<file path="config.mk">
export PLATFORM = sky130hd
export DESIGN_NAME = dlsc_top
export DESIGN_NICKNAME = d
export VERILOG_FILES = /design/src/hdl/dlsc_pkg.sv /design/src/hdl/dlsc_top.sv
export SDC_FILE = /design/constraint.sdc
export NUM_CORES = 1
export LEC_CHECK = 0
export ABC_AREA = 1
export BUFFER_PORTS_ARGS = -buffer_cell sky130_fd_sc_hd__buf_2
export CORE_MARGIN = 3
export CORE_UTILIZATION = 50
export DETAILED_ROUTE_END_ITERATION = 8
export GPL_TIMING_DRIVEN = 0
export PLACE_DENSITY = 0.79
export SLEW_MARGIN = 20
export SYNTH_ARGS = -nofsm -noshare
export SYNTH_HDL_FRONTEND = slang
export SYNTH_SLANG_ARGS = --single-unit
</file>
<file path="constraint.sdc">
create_clock -name clk -period 2 [get_ports clk]
set_clock_uncertainty 0.2 [all_clocks]
set_input_delay 0.1 -clock clk [delete_from_list [all_inputs] [get_ports clk]]
set_output_delay 0.1 -clock clk [all_outputs]
set_load 0.005 [all_outputs]
</file>
<file path="src/hdl/dlsc_pkg.sv">
// dlsc_pkg: offsets, field positions, reset values and carriers for the dual link status/control bank.
// assumes a classic wishbone slave with 32-bit data, one register per aligned word.
package dlsc_pkg;
    // ---------------------------------------------------------------
    // register indices and address width
    // ---------------------------------------------------------------
    localparam logic [7:0] DLSC_IDX_STATUS = 8'h5A;
    localparam logic [7:0] DLSC_IDX_CTRL = 8'h5B;
    localparam logic [7:0] DLSC_IDX_CTRL2 = 8'h5C;
    localparam logic [7:0] DLSC_IDX_LOWTHR = 8'h5D;
    localparam logic [7:0] DLSC_IDX_IRQ_STS = 8'h60;
    localparam logic [7:0] DLSC_IDX_IRQ_MASK = 8'h61;
    localparam int DLSC_AW = 10;
    // ---------------------------------------------------------------
    // field positions
    // ---------------------------------------------------------------
    localparam int DLSC_ST_LINK_RDY = 7;
    localparam int DLSC_ST_TX_ACT = 6;
    localparam int DLSC_ST_PORT_HI = 5;
    localparam int DLSC_ST_PORT_LO = 4;
    localparam int DLSC_ST_CLK_DET = 3;
    localparam int DLSC_ST_NO_CLK = 1;
    localparam int DLSC_ST_STABLE = 0;
    localparam int DLSC_CT_COAX = 7;
    localparam int DLSC_CT_SWAP = 6;
    localparam int DLSC_CT_PLLRST = 5;
    localparam int DLSC_CT_SRC = 4;
    localparam int DLSC_CT_ALIGN = 3;
    localparam int DLSC_C2_NOSWAP = 7;
    // ---------------------------------------------------------------
    // reset values and encodings
    // ---------------------------------------------------------------
    localparam logic [5:0] DLSC_LOWTHR_RST = 6'h06;
    localparam logic [1:0] DLSC_PORT_DUAL = 2'h0;
    localparam logic [1:0] DLSC_PORT_P0 = 2'h1;
    localparam logic [1:0] DLSC_PORT_P1 = 2'h2;
    localparam logic [1:0] DLSC_PORT_BOTH = 2'h3;
    localparam int DLSC_NIRQ = 4;

    typedef enum logic [2:0] {
        DLSC_MODE_AUTO = 3'h0,
        DLSC_MODE_SINGLE = 3'h1,
        DLSC_MODE_RSV2 = 3'h2,
        DLSC_MODE_DUAL = 3'h3,
        DLSC_MODE_AUTO_NODUAL = 3'h4,
        DLSC_MODE_INDEP = 3'h5,
        DLSC_MODE_RSV6 = 3'h6,
        DLSC_MODE_SPLIT = 3'h7
    } dlsc_mode_t;

    // link-side status from one output port
    typedef struct packed {
        logic link_found;
        logic caps_known;
        logic tx_running;
        logic rx_locked;
        logic swapped;
    } dlsc_port_t;

    // input clock side indications for one port
    typedef struct packed {
        logic pll_clk_det;
        logic rate_above_low;
        logic rate_stable;
        logic rate_change;
    } dlsc_clk_t;

    // what the block tells the datapath
    typedef struct packed {
        logic cable_type_select;
        logic swap_active;
        logic rate_detect_source_select;
        logic pixel_align_on_enable;
        dlsc_mode_t transmit_operating_mode;
        logic [1:0] chosen_ports;
        logic [5:0] low_rate_threshold;
        logic pll_reset;
    } dlsc_cfg_t;
endpackage

</file>
<file path="src/hdl/dlsc_top.sv">
// dlsc_top: status and control bank for the dual serial output link and input clock detection.
// assumes link, clock-detect and strap inputs are asynchronous and synchronised here;
// wishbone slave on clk; downstream mode and swap indications come from the link logic.
// Behaviour
// - link ready bit 7 set only once connection found and capabilities learned
// - transmit active bit 6 needs tx running, rx locked, valid input, link ready
// - port mode field reports dual, port0, port1 or both while transmit active
// - in independent mode per-port status bits follow the currently selected output port
// - clock detect bit 3 mirrors the input pll clock detect indication
// - no-clock bit 1 set when rate not above low threshold
// - frequency stable bit 0 follows the detector's stable verdict
// - cable type bit 7 selects pair or coax, loaded from strap b
// - swap bit 6 shows swap state, writable only with auto correction off
// - with bit 5 set a frequency change resets the transmit pll
// - bit 4 picks detector source: raw input clock or pll clock
// - bit 3 aligns odd/even pixels to data enable in dual mode
// - three-bit transmit mode field decodes auto, forced and reserved codes
// - auto settings choose operating mode from attached downstream devices
// - transmit mode loaded from strap a at power-up, 000 or 111
// - disable-swap control stops auto swap correction and unlocks swap bit
// - six-bit low rate threshold in MHz resets to 6
`timescale 1ns/100ps
`default_nettype none
module dlsc_top
    import dlsc_pkg::*;
(
    // clock and reset
    input wire logic clk,
    input wire logic rst_n,
    // wishbone slave
    input wire logic wb_cyc_i,
    input wire logic wb_stb_i,
    input wire logic wb_we_i,
    input wire logic [DLSC_AW-1:0] wb_adr_i,
    input wire logic [3:0] wb_sel_i,
    input wire logic [31:0] wb_dat_i,
    output logic [31:0] wb_dat_o,
    output logic wb_ack_o,
    output logic wb_err_o,
    // straps, sampled after reset release
    input wire logic mode_strap_pin_a,
    input wire logic mode_strap_pin_b,
    // link and clock side, per output port
    input wire dlsc_pkg::dlsc_port_t port_stat_i [2],
    input wire dlsc_pkg::dlsc_clk_t clk_stat_i [2],
    input wire logic port_select_i,
    input wire logic [1:0] downstream_found_i,
    input wire logic downstream_dual_i,
    // configuration to the datapath
    output dlsc_pkg::dlsc_cfg_t cfg_o,
    // interrupt
    output logic irq_o
);
    import dlsc_pkg::*;

    // ---------------------------------------------------------------
    // state
    // ---------------------------------------------------------------
    typedef struct packed {
        logic [1:0][4:0] port_s1;
        logic [1:0][4:0] port_s2;
        logic [1:0][3:0] clk_s1;
        logic [1:0][3:0] clk_s2;
        logic [1:0] misc_s1;
        logic [1:0] misc_s2;
        logic [2:0] found_s1;
        logic [2:0] found_s2;
        logic [1:0] strap_s1;
        logic [1:0] strap_s2;
        logic strap_done;
        logic [1:0] strap_wait;
        logic coax;
        logic swap_sw;
        logic pll_rst_en;
        logic src_pll;
        logic align;
        logic [2:0] mode;
        logic noswap;
        logic [5:0] low_thr;
        logic [7:0] status;
        logic [DLSC_NIRQ-1:0] irq_sts;
        logic [DLSC_NIRQ-1:0] irq_mask;
        logic pll_reset;
        logic ack;
        logic err;
        logic [31:0] rdata;
    } dlsc_state_t;

    dlsc_state_t s_q;
    dlsc_state_t s_d;

    // independent mode shows the selected port, otherwise port 0 drives the bits
    function automatic logic pick(input logic [1:0] v, input logic indep, input logic sel);
        pick = (indep && sel) ? v[1] : v[0];
    endfunction

    logic req;
    logic wr;
    logic [7:0] idx;
    logic indep;
    logic sel;
    logic tx_ok;
    logic [1:0] ports;
    logic rdy;
    logic [7:0] st;
    logic [DLSC_NIRQ-1:0] ev;
    logic [7:0] wbyte;
    logic [1:0] link_found;
    logic [1:0] caps;
    logic [1:0] txr;
    logic [1:0] lock;
    logic [1:0] swp;
    logic [1:0] cdet;
    logic [1:0] above;
    logic [1:0] stbl;
    logic [1:0] chg;

    always_comb
    begin
        s_d = s_q;
        for (int p = 0; p < 2; p++)
        begin
            s_d.port_s1[p] = port_stat_i[p];
            s_d.clk_s1[p] = clk_stat_i[p];
            link_found[p] = s_q.port_s2[p][4];
            caps[p] = s_q.port_s2[p][3];
            txr[p] = s_q.port_s2[p][2];
            lock[p] = s_q.port_s2[p][1];
            swp[p] = s_q.port_s2[p][0];
            cdet[p] = s_q.clk_s2[p][3];
            above[p] = s_q.clk_s2[p][2];
            stbl[p] = s_q.clk_s2[p][1];
            chg[p] = s_q.clk_s2[p][0];
        end
        s_d.port_s2 = s_q.port_s1;
        s_d.clk_s2 = s_q.clk_s1;
        s_d.misc_s1 = {port_select_i, downstream_dual_i};
        s_d.misc_s2 = s_q.misc_s1;
        s_d.found_s1 = {downstream_found_i, 1'b0};
        s_d.found_s2 = s_q.found_s1;
        s_d.strap_s1 = {mode_strap_pin_b, mode_strap_pin_a};
        s_d.strap_s2 = s_q.strap_s1;

        indep = (s_q.mode == DLSC_MODE_INDEP);
        sel = s_q.misc_s2[1];

        // ---------------------------------------------------------------
        // operating mode choice
        // ---------------------------------------------------------------
        unique case (dlsc_mode_t'(s_q.mode))
            DLSC_MODE_AUTO:
                ports = (s_q.found_s2[2:1] == 2'h3) ? (s_q.misc_s2[0] ? DLSC_PORT_DUAL : DLSC_PORT_BOTH)
                      : (s_q.found_s2[2] ? DLSC_PORT_P1 : DLSC_PORT_P0);
            DLSC_MODE_AUTO_NODUAL:
                ports = (s_q.found_s2[2:1] == 2'h3) ? DLSC_PORT_BOTH
                      : (s_q.found_s2[2] ? DLSC_PORT_P1 : DLSC_PORT_P0);
            DLSC_MODE_SINGLE: ports = DLSC_PORT_P0;
            DLSC_MODE_DUAL: ports = DLSC_PORT_DUAL;
            DLSC_MODE_INDEP, DLSC_MODE_SPLIT: ports = DLSC_PORT_BOTH;
            default: ports = DLSC_PORT_P0; // reserved codes: single port, safest
        endcase

        // ---------------------------------------------------------------
        // status image
        // ---------------------------------------------------------------
        rdy = pick(link_found & caps, indep, sel);
        tx_ok = pick(txr & lock & cdet & above, indep, sel) && rdy;
        st = 8'h00;
        st[DLSC_ST_LINK_RDY] = rdy;
        st[DLSC_ST_TX_ACT] = tx_ok;
        st[DLSC_ST_PORT_HI:DLSC_ST_PORT_LO] = tx_ok ? ports : 2'h0;
        st[DLSC_ST_CLK_DET] = pick(cdet, indep, sel);
        st[DLSC_ST_NO_CLK] = !pick(above, indep, sel);
        st[DLSC_ST_STABLE] = pick(stbl, indep, sel);
        s_d.status = st;

        // events: link ready rise, transmit active rise, clock loss, rate change
        ev = {pick(chg, indep, sel),
              st[DLSC_ST_NO_CLK] & !s_q.status[DLSC_ST_NO_CLK],
              tx_ok & !s_q.status[DLSC_ST_TX_ACT],
              rdy & !s_q.status[DLSC_ST_LINK_RDY]};
        s_d.pll_reset = s_q.pll_rst_en && (chg != 2'h0);

        // the synchroniser is cleared by reset, so wait until both stages hold pin levels
        if (!s_q.strap_done)
        begin
            if (s_q.strap_wait == 2'h2)
            begin
                s_d.strap_done = 1'b1;
                s_d.coax = s_q.strap_s2[1];
                s_d.mode = s_q.strap_s2[0] ? DLSC_MODE_SPLIT : DLSC_MODE_AUTO;
            end
            else
                s_d.strap_wait = s_q.strap_wait + 2'h1;
        end

        // ---------------------------------------------------------------
        // wishbone slave
        // ---------------------------------------------------------------
        req = wb_cyc_i && wb_stb_i && !s_q.ack && !s_q.err;
        wr = req && wb_we_i && wb_sel_i[0];
        idx = wb_adr_i[DLSC_AW-1:2];
        wbyte = wb_dat_i[7:0];
        s_d.ack = 1'b0;
        s_d.err = 1'b0;
        s_d.irq_sts = s_q.irq_sts;
        if (req)
        begin
            s_d.rdata = 32'h0000_0000;
            s_d.ack = 1'b1;
            unique case (idx)
                DLSC_IDX_STATUS: s_d.rdata[7:0] = s_q.status;
                DLSC_IDX_CTRL: s_d.rdata[7:0] = {s_q.coax, s_q.noswap ? s_q.swap_sw : swp[0],
                                                 s_q.pll_rst_en, s_q.src_pll, s_q.align, s_q.mode};
                DLSC_IDX_CTRL2: s_d.rdata[7:0] = {s_q.noswap, 7'h00};
                DLSC_IDX_LOWTHR: s_d.rdata[7:0] = {2'h0, s_q.low_thr};
                DLSC_IDX_IRQ_STS: s_d.rdata[DLSC_NIRQ-1:0] = s_q.irq_sts;
                DLSC_IDX_IRQ_MASK: s_d.rdata[DLSC_NIRQ-1:0] = s_q.irq_mask;
                default:
                begin
                    s_d.ack = 1'b0;
                    s_d.err = 1'b1;
                end
            endcase
            if (wr)
            begin
                unique case (idx)
                    DLSC_IDX_CTRL:
                    begin
                        s_d.coax = wbyte[DLSC_CT_COAX];
                        if (s_q.noswap)
                            s_d.swap_sw = wbyte[DLSC_CT_SWAP];
                        s_d.pll_rst_en = wbyte[DLSC_CT_PLLRST];
                        s_d.src_pll = wbyte[DLSC_CT_SRC];
                        s_d.align = wbyte[DLSC_CT_ALIGN];
                        s_d.mode = wbyte[2:0];
                    end
                    DLSC_IDX_CTRL2:
                    begin
                        // latch auto state so disabling correction keeps the current swap
                        if (wbyte[DLSC_C2_NOSWAP] && !s_q.noswap)
                            s_d.swap_sw = swp[0];
                        s_d.noswap = wbyte[DLSC_C2_NOSWAP];
                    end
                    DLSC_IDX_LOWTHR: s_d.low_thr = wbyte[5:0];
                    DLSC_IDX_IRQ_STS: s_d.irq_sts = s_q.irq_sts & ~wbyte[DLSC_NIRQ-1:0];
                    DLSC_IDX_IRQ_MASK: s_d.irq_mask = wbyte[DLSC_NIRQ-1:0];
                    default: ;
                endcase
            end
        end
        // set wins over a clear in the same cycle
        s_d.irq_sts = s_d.irq_sts | ev;
    end

    always_ff @(posedge clk or negedge rst_n)
    begin
        if (!rst_n)
        begin
            s_q <= '0;
            s_q.low_thr <= DLSC_LOWTHR_RST;
        end
        else
            s_q <= s_d;
    end

    // ---------------------------------------------------------------
    // outputs
    // ---------------------------------------------------------------
    always_comb
    begin
        cfg_o.cable_type_select = s_q.coax;
        cfg_o.swap_active = s_q.noswap ? s_q.swap_sw : pick(swp, indep, sel);
        cfg_o.rate_detect_source_select = s_q.src_pll;
        cfg_o.pixel_align_on_enable = s_q.align && (s_q.status[DLSC_ST_PORT_HI:DLSC_ST_PORT_LO] == DLSC_PORT_DUAL);
        cfg_o.transmit_operating_mode = dlsc_mode_t'(s_q.mode);
        cfg_o.chosen_ports = s_q.status[DLSC_ST_PORT_HI:DLSC_ST_PORT_LO];
        cfg_o.low_rate_threshold = s_q.low_thr;
        cfg_o.pll_reset = s_q.pll_reset;
    end

    assign wb_dat_o = s_q.rdata;
    assign wb_ack_o = s_q.ack;
    assign wb_err_o = s_q.err;
    assign irq_o = |(s_q.irq_sts & s_q.irq_mask);
endmodule // dlsc_top
`default_nettype wire

</file>
### After elaboration in Yosys (flattened, before gate mapping)

Index checks and enable logic that the tools add are counted.

| word-level totals | value |
|---|---|
| flip-flop bits (word level) | 92 |
| input bits | 75 |
| output and inout bits | 51 |
| word-level logic and storage cells | 128 |

| operators by class | value |
|---|---|
| $add $sub $neg | 1 |
| equality and inequality tests | 14 |
| multiplexer cells | 39 |
| bitwise logic cells | 13 |
| reductions and logical operators | 30 |

Operator list:

| cell | number |
|---|---|
| == test 8 x 7 -> 1 bit (second input constant) | 6 |
| two-way mux 34 bit | 1 |
| two-way mux 15 bit | 2 |
| one-hot mux 4 bit (5 select lines) | 1 |
| two-way mux 8 bit | 2 |
| one-hot mux 4 bit (4 select lines) | 1 |
| two-way mux 1 bit | 15 |
| two-way mux 2 bit | 7 |
| two-way mux 4 bit | 3 |
| two-way mux 6 bit | 2 |
| AND reduction 3 bit | 4 |
| logical AND 1 bit | 10 |
| == test 3 bit (second input constant) | 3 |
| two-way mux 3 bit | 3 |
| bitwise AND 2 bit | 4 |
| bitwise AND 4 bit | 2 |
| one-hot mux 2 bit (4 select lines) | 1 |
| logical NOT 1 bit | 7 |
| OR reduction 6 bit | 1 |
| AND reduction 5 bit | 1 |
| == test 2 bit (second input constant) | 2 |
| != test 2 bit (second input constant) | 2 |
| NOT 4 bit | 1 |
| OR 4 bit | 1 |
| other kinds (11) | 15 |

### Longest topological paths before layout

| depth | value |
|---|---|
| depth in word-level cells | 8 |
| depth in mapped cells | 12 |
| gate-level depth less buffers | 11 |

### Worst setup path before layout

OpenSTA, ideal clock, no wires.

| timing path | value |
|---|---|
| kind | register -> register |
| start point | reg s_q, in the netlist wb_ack_o |
| end point | reg s_q, in the netlist cfg_o[4] |
| setup time | 119 ps |
| arrival time | 1,168 ps |
| required time | 1,681 ps |
| slack | 514 ps |
| stages on the path, launching flop included | 8 |
| buffers on the path | 1 |
| period minus slack after synthesis | 1,486 ps |
| path through | dfrtp_1 nor2_2 nand3_4 nor2_8 nand3_2 buf_6 nand2_1 o21ai_2 |

| between the ends | value |
|---|---|
| cells in the longest elaborated chain, start to end | 6 |

Ends and longest elaborated chain:

| item | RTL line | source |
|---|---|---|
| start, declared | dlsc_top.sv:89 | `dlsc_state_t s_q;` |
| logical NOT 1 bit (*) | dlsc_top.sv:200 | `req = wb_cyc_i && wb_stb_i && !s_q.ack && !s_q.err;` |
| logical AND 1 bit (*) (2 in a row) | dlsc_top.sv:200 |  |
| logical AND 1 bit (2 in a row) | dlsc_top.sv:201 | `wr = req && wb_we_i && wb_sel_i[0];` |
| AND reduction 3 bit (no source line) (*) | -- |  |

Mark *: on every way between the ends. The rest lies on a longest branch, timed or not.
A chain may end at the register's enable or synchronous reset.

==> metrics.txt <==
Nets 617; maxcap violations 0; number of I/O pins roughly 130; CTS max path bufs 2; Cell Pwr Density 716 mW/mm2; via-per-instance ratio 4.54; Slew Limit Headroom 65.0%; H-tree Lvls 3; DRT iter0 DRCs 123; area grow syn2layout 31.3%; Post-Syn Area 0.00393 mm2; Max Fanout on Critical Path 9; fillers ~570; GRT overflow 0; crit share post-route 92.1%; Worst IR Drop VDD 0.000761 V; CTS tree built; largest net degree at the start of global routing 53; hold_sp wb_cyc_i; router iterations before antenna repair 4; Worst Reg-to-Reg Cells 5; Tmin final 1.84 ns; async set-reset flop share out of synthesis 100%; CP Data Required Time 1.70 ns; Worst Hold Path EP s_q[57]; Core Box Area 0.00745 mm2; std cell rows 31; HPWL after DPL approximately 5.8 mm; Sequential cell area around 0.0023 mm2; fmax 543 MHz; leak pwr 2.73 nW; DR WL/cell around 13 um; sequential area share after synthesis 58.6%; Remaining DRCs 0; Die W 94.7 um; Placer Congestion 0.850; initial antenna violation count 0; Multi-input gate area roughly 0.0012 mm2; slew at the pin with the worst max-slew slack 0.524 ns; Pwr Total 3.70 mW; placed cells 590; final setup vio count 0; FF-to-FF Start wb_ack_o; dominant synthesized flop cell dfrtp_1; Hold Crit Class in2reg; worst reg2reg setup slack about 0.19 ns; All-Layer GR Usage 19.6%; critical path class reg2out; wire length of the first global-routing pass between 10 and 15 mm; Synth cell types 34; utilization after layout roughly 69%; clock latency on the worst-skew pair 0.35 ns; Final Hold Vio Count 0; DRT antenna net count 0; CTS sink cnt 92; status finished, final reports clean; crit path DAT 1.54 ns; synthesis-stage register bit count 92; Finished Layout Cells 644; via count 2922; Worst Setup End Kind primary output; Cells after Synth 395; initial core utilization 52.8%; TritonCTS buffer count 9; share of layout cells above drive strength 1 33.4%; Post-synth EDFFs 0; antenna cells 0; CP startpoint kind register; Die Height about 95 um; FF-to-FF End wb_dat_o[2]; root buffer cell clkbuf_8; DIE AREA 0.00896 mm2; Worst Hold Depth 5; yosys warns 0; clk slew on worst S/H paths 0.09 ns; Routed WL 8.28 mm; average size of a mapped cell 9.95 um2; Slew Viols, Final 0; vias in the first global route approximately 2900; count of input and output buffers 72
[routing by layer]
layer | part of all wire (%) | global-route usage, % | up-vias | wire length, um
met2 | 49 | 33.6 | 102 | 4060
met3 | 6.4 | 5.10 | 12 | 531
met5 | 0 | 0 | - | 0
li1 | - | - | 1472 | -
met1 | 43 | 24.6 | 1336 | 3560
met4 | 1.5 | 5.17 | 0 | 126
[placed cells by master, fill, tap and decap left out, types with 3 or more instances in the layout]
cell type | synthesis | final
nand2_1 | 89 | 88
dfrtp_1 | 90 | 88
buf_2 | 0 | 71
buf_4 | 48 | 53
nand3_1 | 35 | 35
dlygate4sd3_1 | 0 | 35
inv_1 | 31 | 30
conb_1 | 1 | 24
nor2_1 | 22 | 21
o21ai_0 | 18 | 17
clkbuf_8 | 0 | 10
o21ai_1 | 8 | 9
o21ai_2 | 8 | 8
nor2_2 | 7 | 7
nand2_2 | 4 | 5
buf_6 | 3 | 3
a31oi_1 | 3 | 3
a21oi_1 | 3 | 3
[flip-flops by register name, indices dropped and copies added, names as in the netlist]
signal      cells
lock            2
s_q            32
cfg_o          14
wb_dat_o        8
above           2
s_d            24
wb_ack_o        1
cdet            2
chg             2
wb_err_o        1
caps            2
link_found      2
[worst max-delay path by stage]
stage,depth (start not counted),to,start,slack [ns]
final,6,cfg_o[14],cfg_o[10],0.16
after global routing,7,cfg_o[14],cfg_o[11],-0.007
after CTS,7,cfg_o[14],cfg_o[11],0.004
after detailed placement,6,s_q[42],wb_ack_o,0.31
after global placement,1,s_d[70],rst_n,-0.1
after floorplan,7,cfg_o[4],wb_ack_o,0.51
[power by group]
group | switching, mW | internal (mW) | leakage [nW]
sequential | 0.0336 | 1.93 | 1.10
clock | 0.641 | 0.738 | 0.109
combinational | 0.170 | 0.184 | 1.52
total | 0.844 | 2.85 | 2.73
[worst max-delay path: stages, from the launching register on]
cell and delay, ns:
dfrtp_2 0.46, nor2_4 0.17, nand2_8 0.10, inv_6 0.09
o21ai_0 0.07, o21ai_1 0.16, buf_2 0.13
[metrics by stage]
step,setup WS [ns],TNS [ns],hold slack [ns],area (um2)
floorplan,0.514,0,-0.396,4020
global placement,-0.0976,-8.28,0.00723,4500
detailed placement,0.310,0,-0.0794,4530
CTS,0.00397,0,0.0214,5120
global route,-0.00713,-0.00713,0.0360,5160
finish,0.158,0,0.0201,5160
[cell families after synthesis]
logic type | synth area share, %
buffers and inverters | 13.7
AND/OR/NAND/NOR | 20.2
flip-flops | 58.6
adder cells (fa/ha/maj) | 0.318
other | 0.0954
AO/OA/AOI/OAI | 6.84
XOR/XNOR | 0.223
[layout make-up]
type                    count  area share, %
multi-input cells         240           23.1
plain buffers              52           7.93
well taps                  99           2.40
clock buffers              10           2.67
flip-flops and latches     92           44.7
clock inverters             5           1.65
inverters                  34           2.59
repair buffers            112           14.9
[Yosys cell counts, types with 2 or more instances]
library cell / number / share of area [%]
buf_4: 48 / 9.2
nand3_2: 2 / 0.51
o21ai_2: 8 / 1.8
nand2_2: 4 / 0.64
nand2_1: 89 / 8.5
nand4_1: 2 / 0.32
o21ai_1: 8 / 1.0
buf_6: 3 / 0.86
nand3_1: 35 / 4.5
a21oi_1: 3 / 0.38
inv_2: 2 / 0.19
dfstp_2: 2 / 1.3
dfrtp_1: 90 / 57
o21ai_0: 18 / 2.3
nor2_2: 7 / 1.1
nor2_1: 22 / 2.1
inv_1: 31 / 3.0
a31oi_1: 3 / 0.48
nand2_4: 3 / 0.86
[what timing repair did]
action / 4_1_cts / 5_1_grt
setup buffers: 1 / 3
hold buffers: 35 / 0
cloned: 0 / 0
resized for setup: 2 / 8
setup endpoints to repair: 1 / 1
hold endpoints to repair: 145 / 0
pin swaps: 0 / 2
Power figures use the tool's default switching activity.
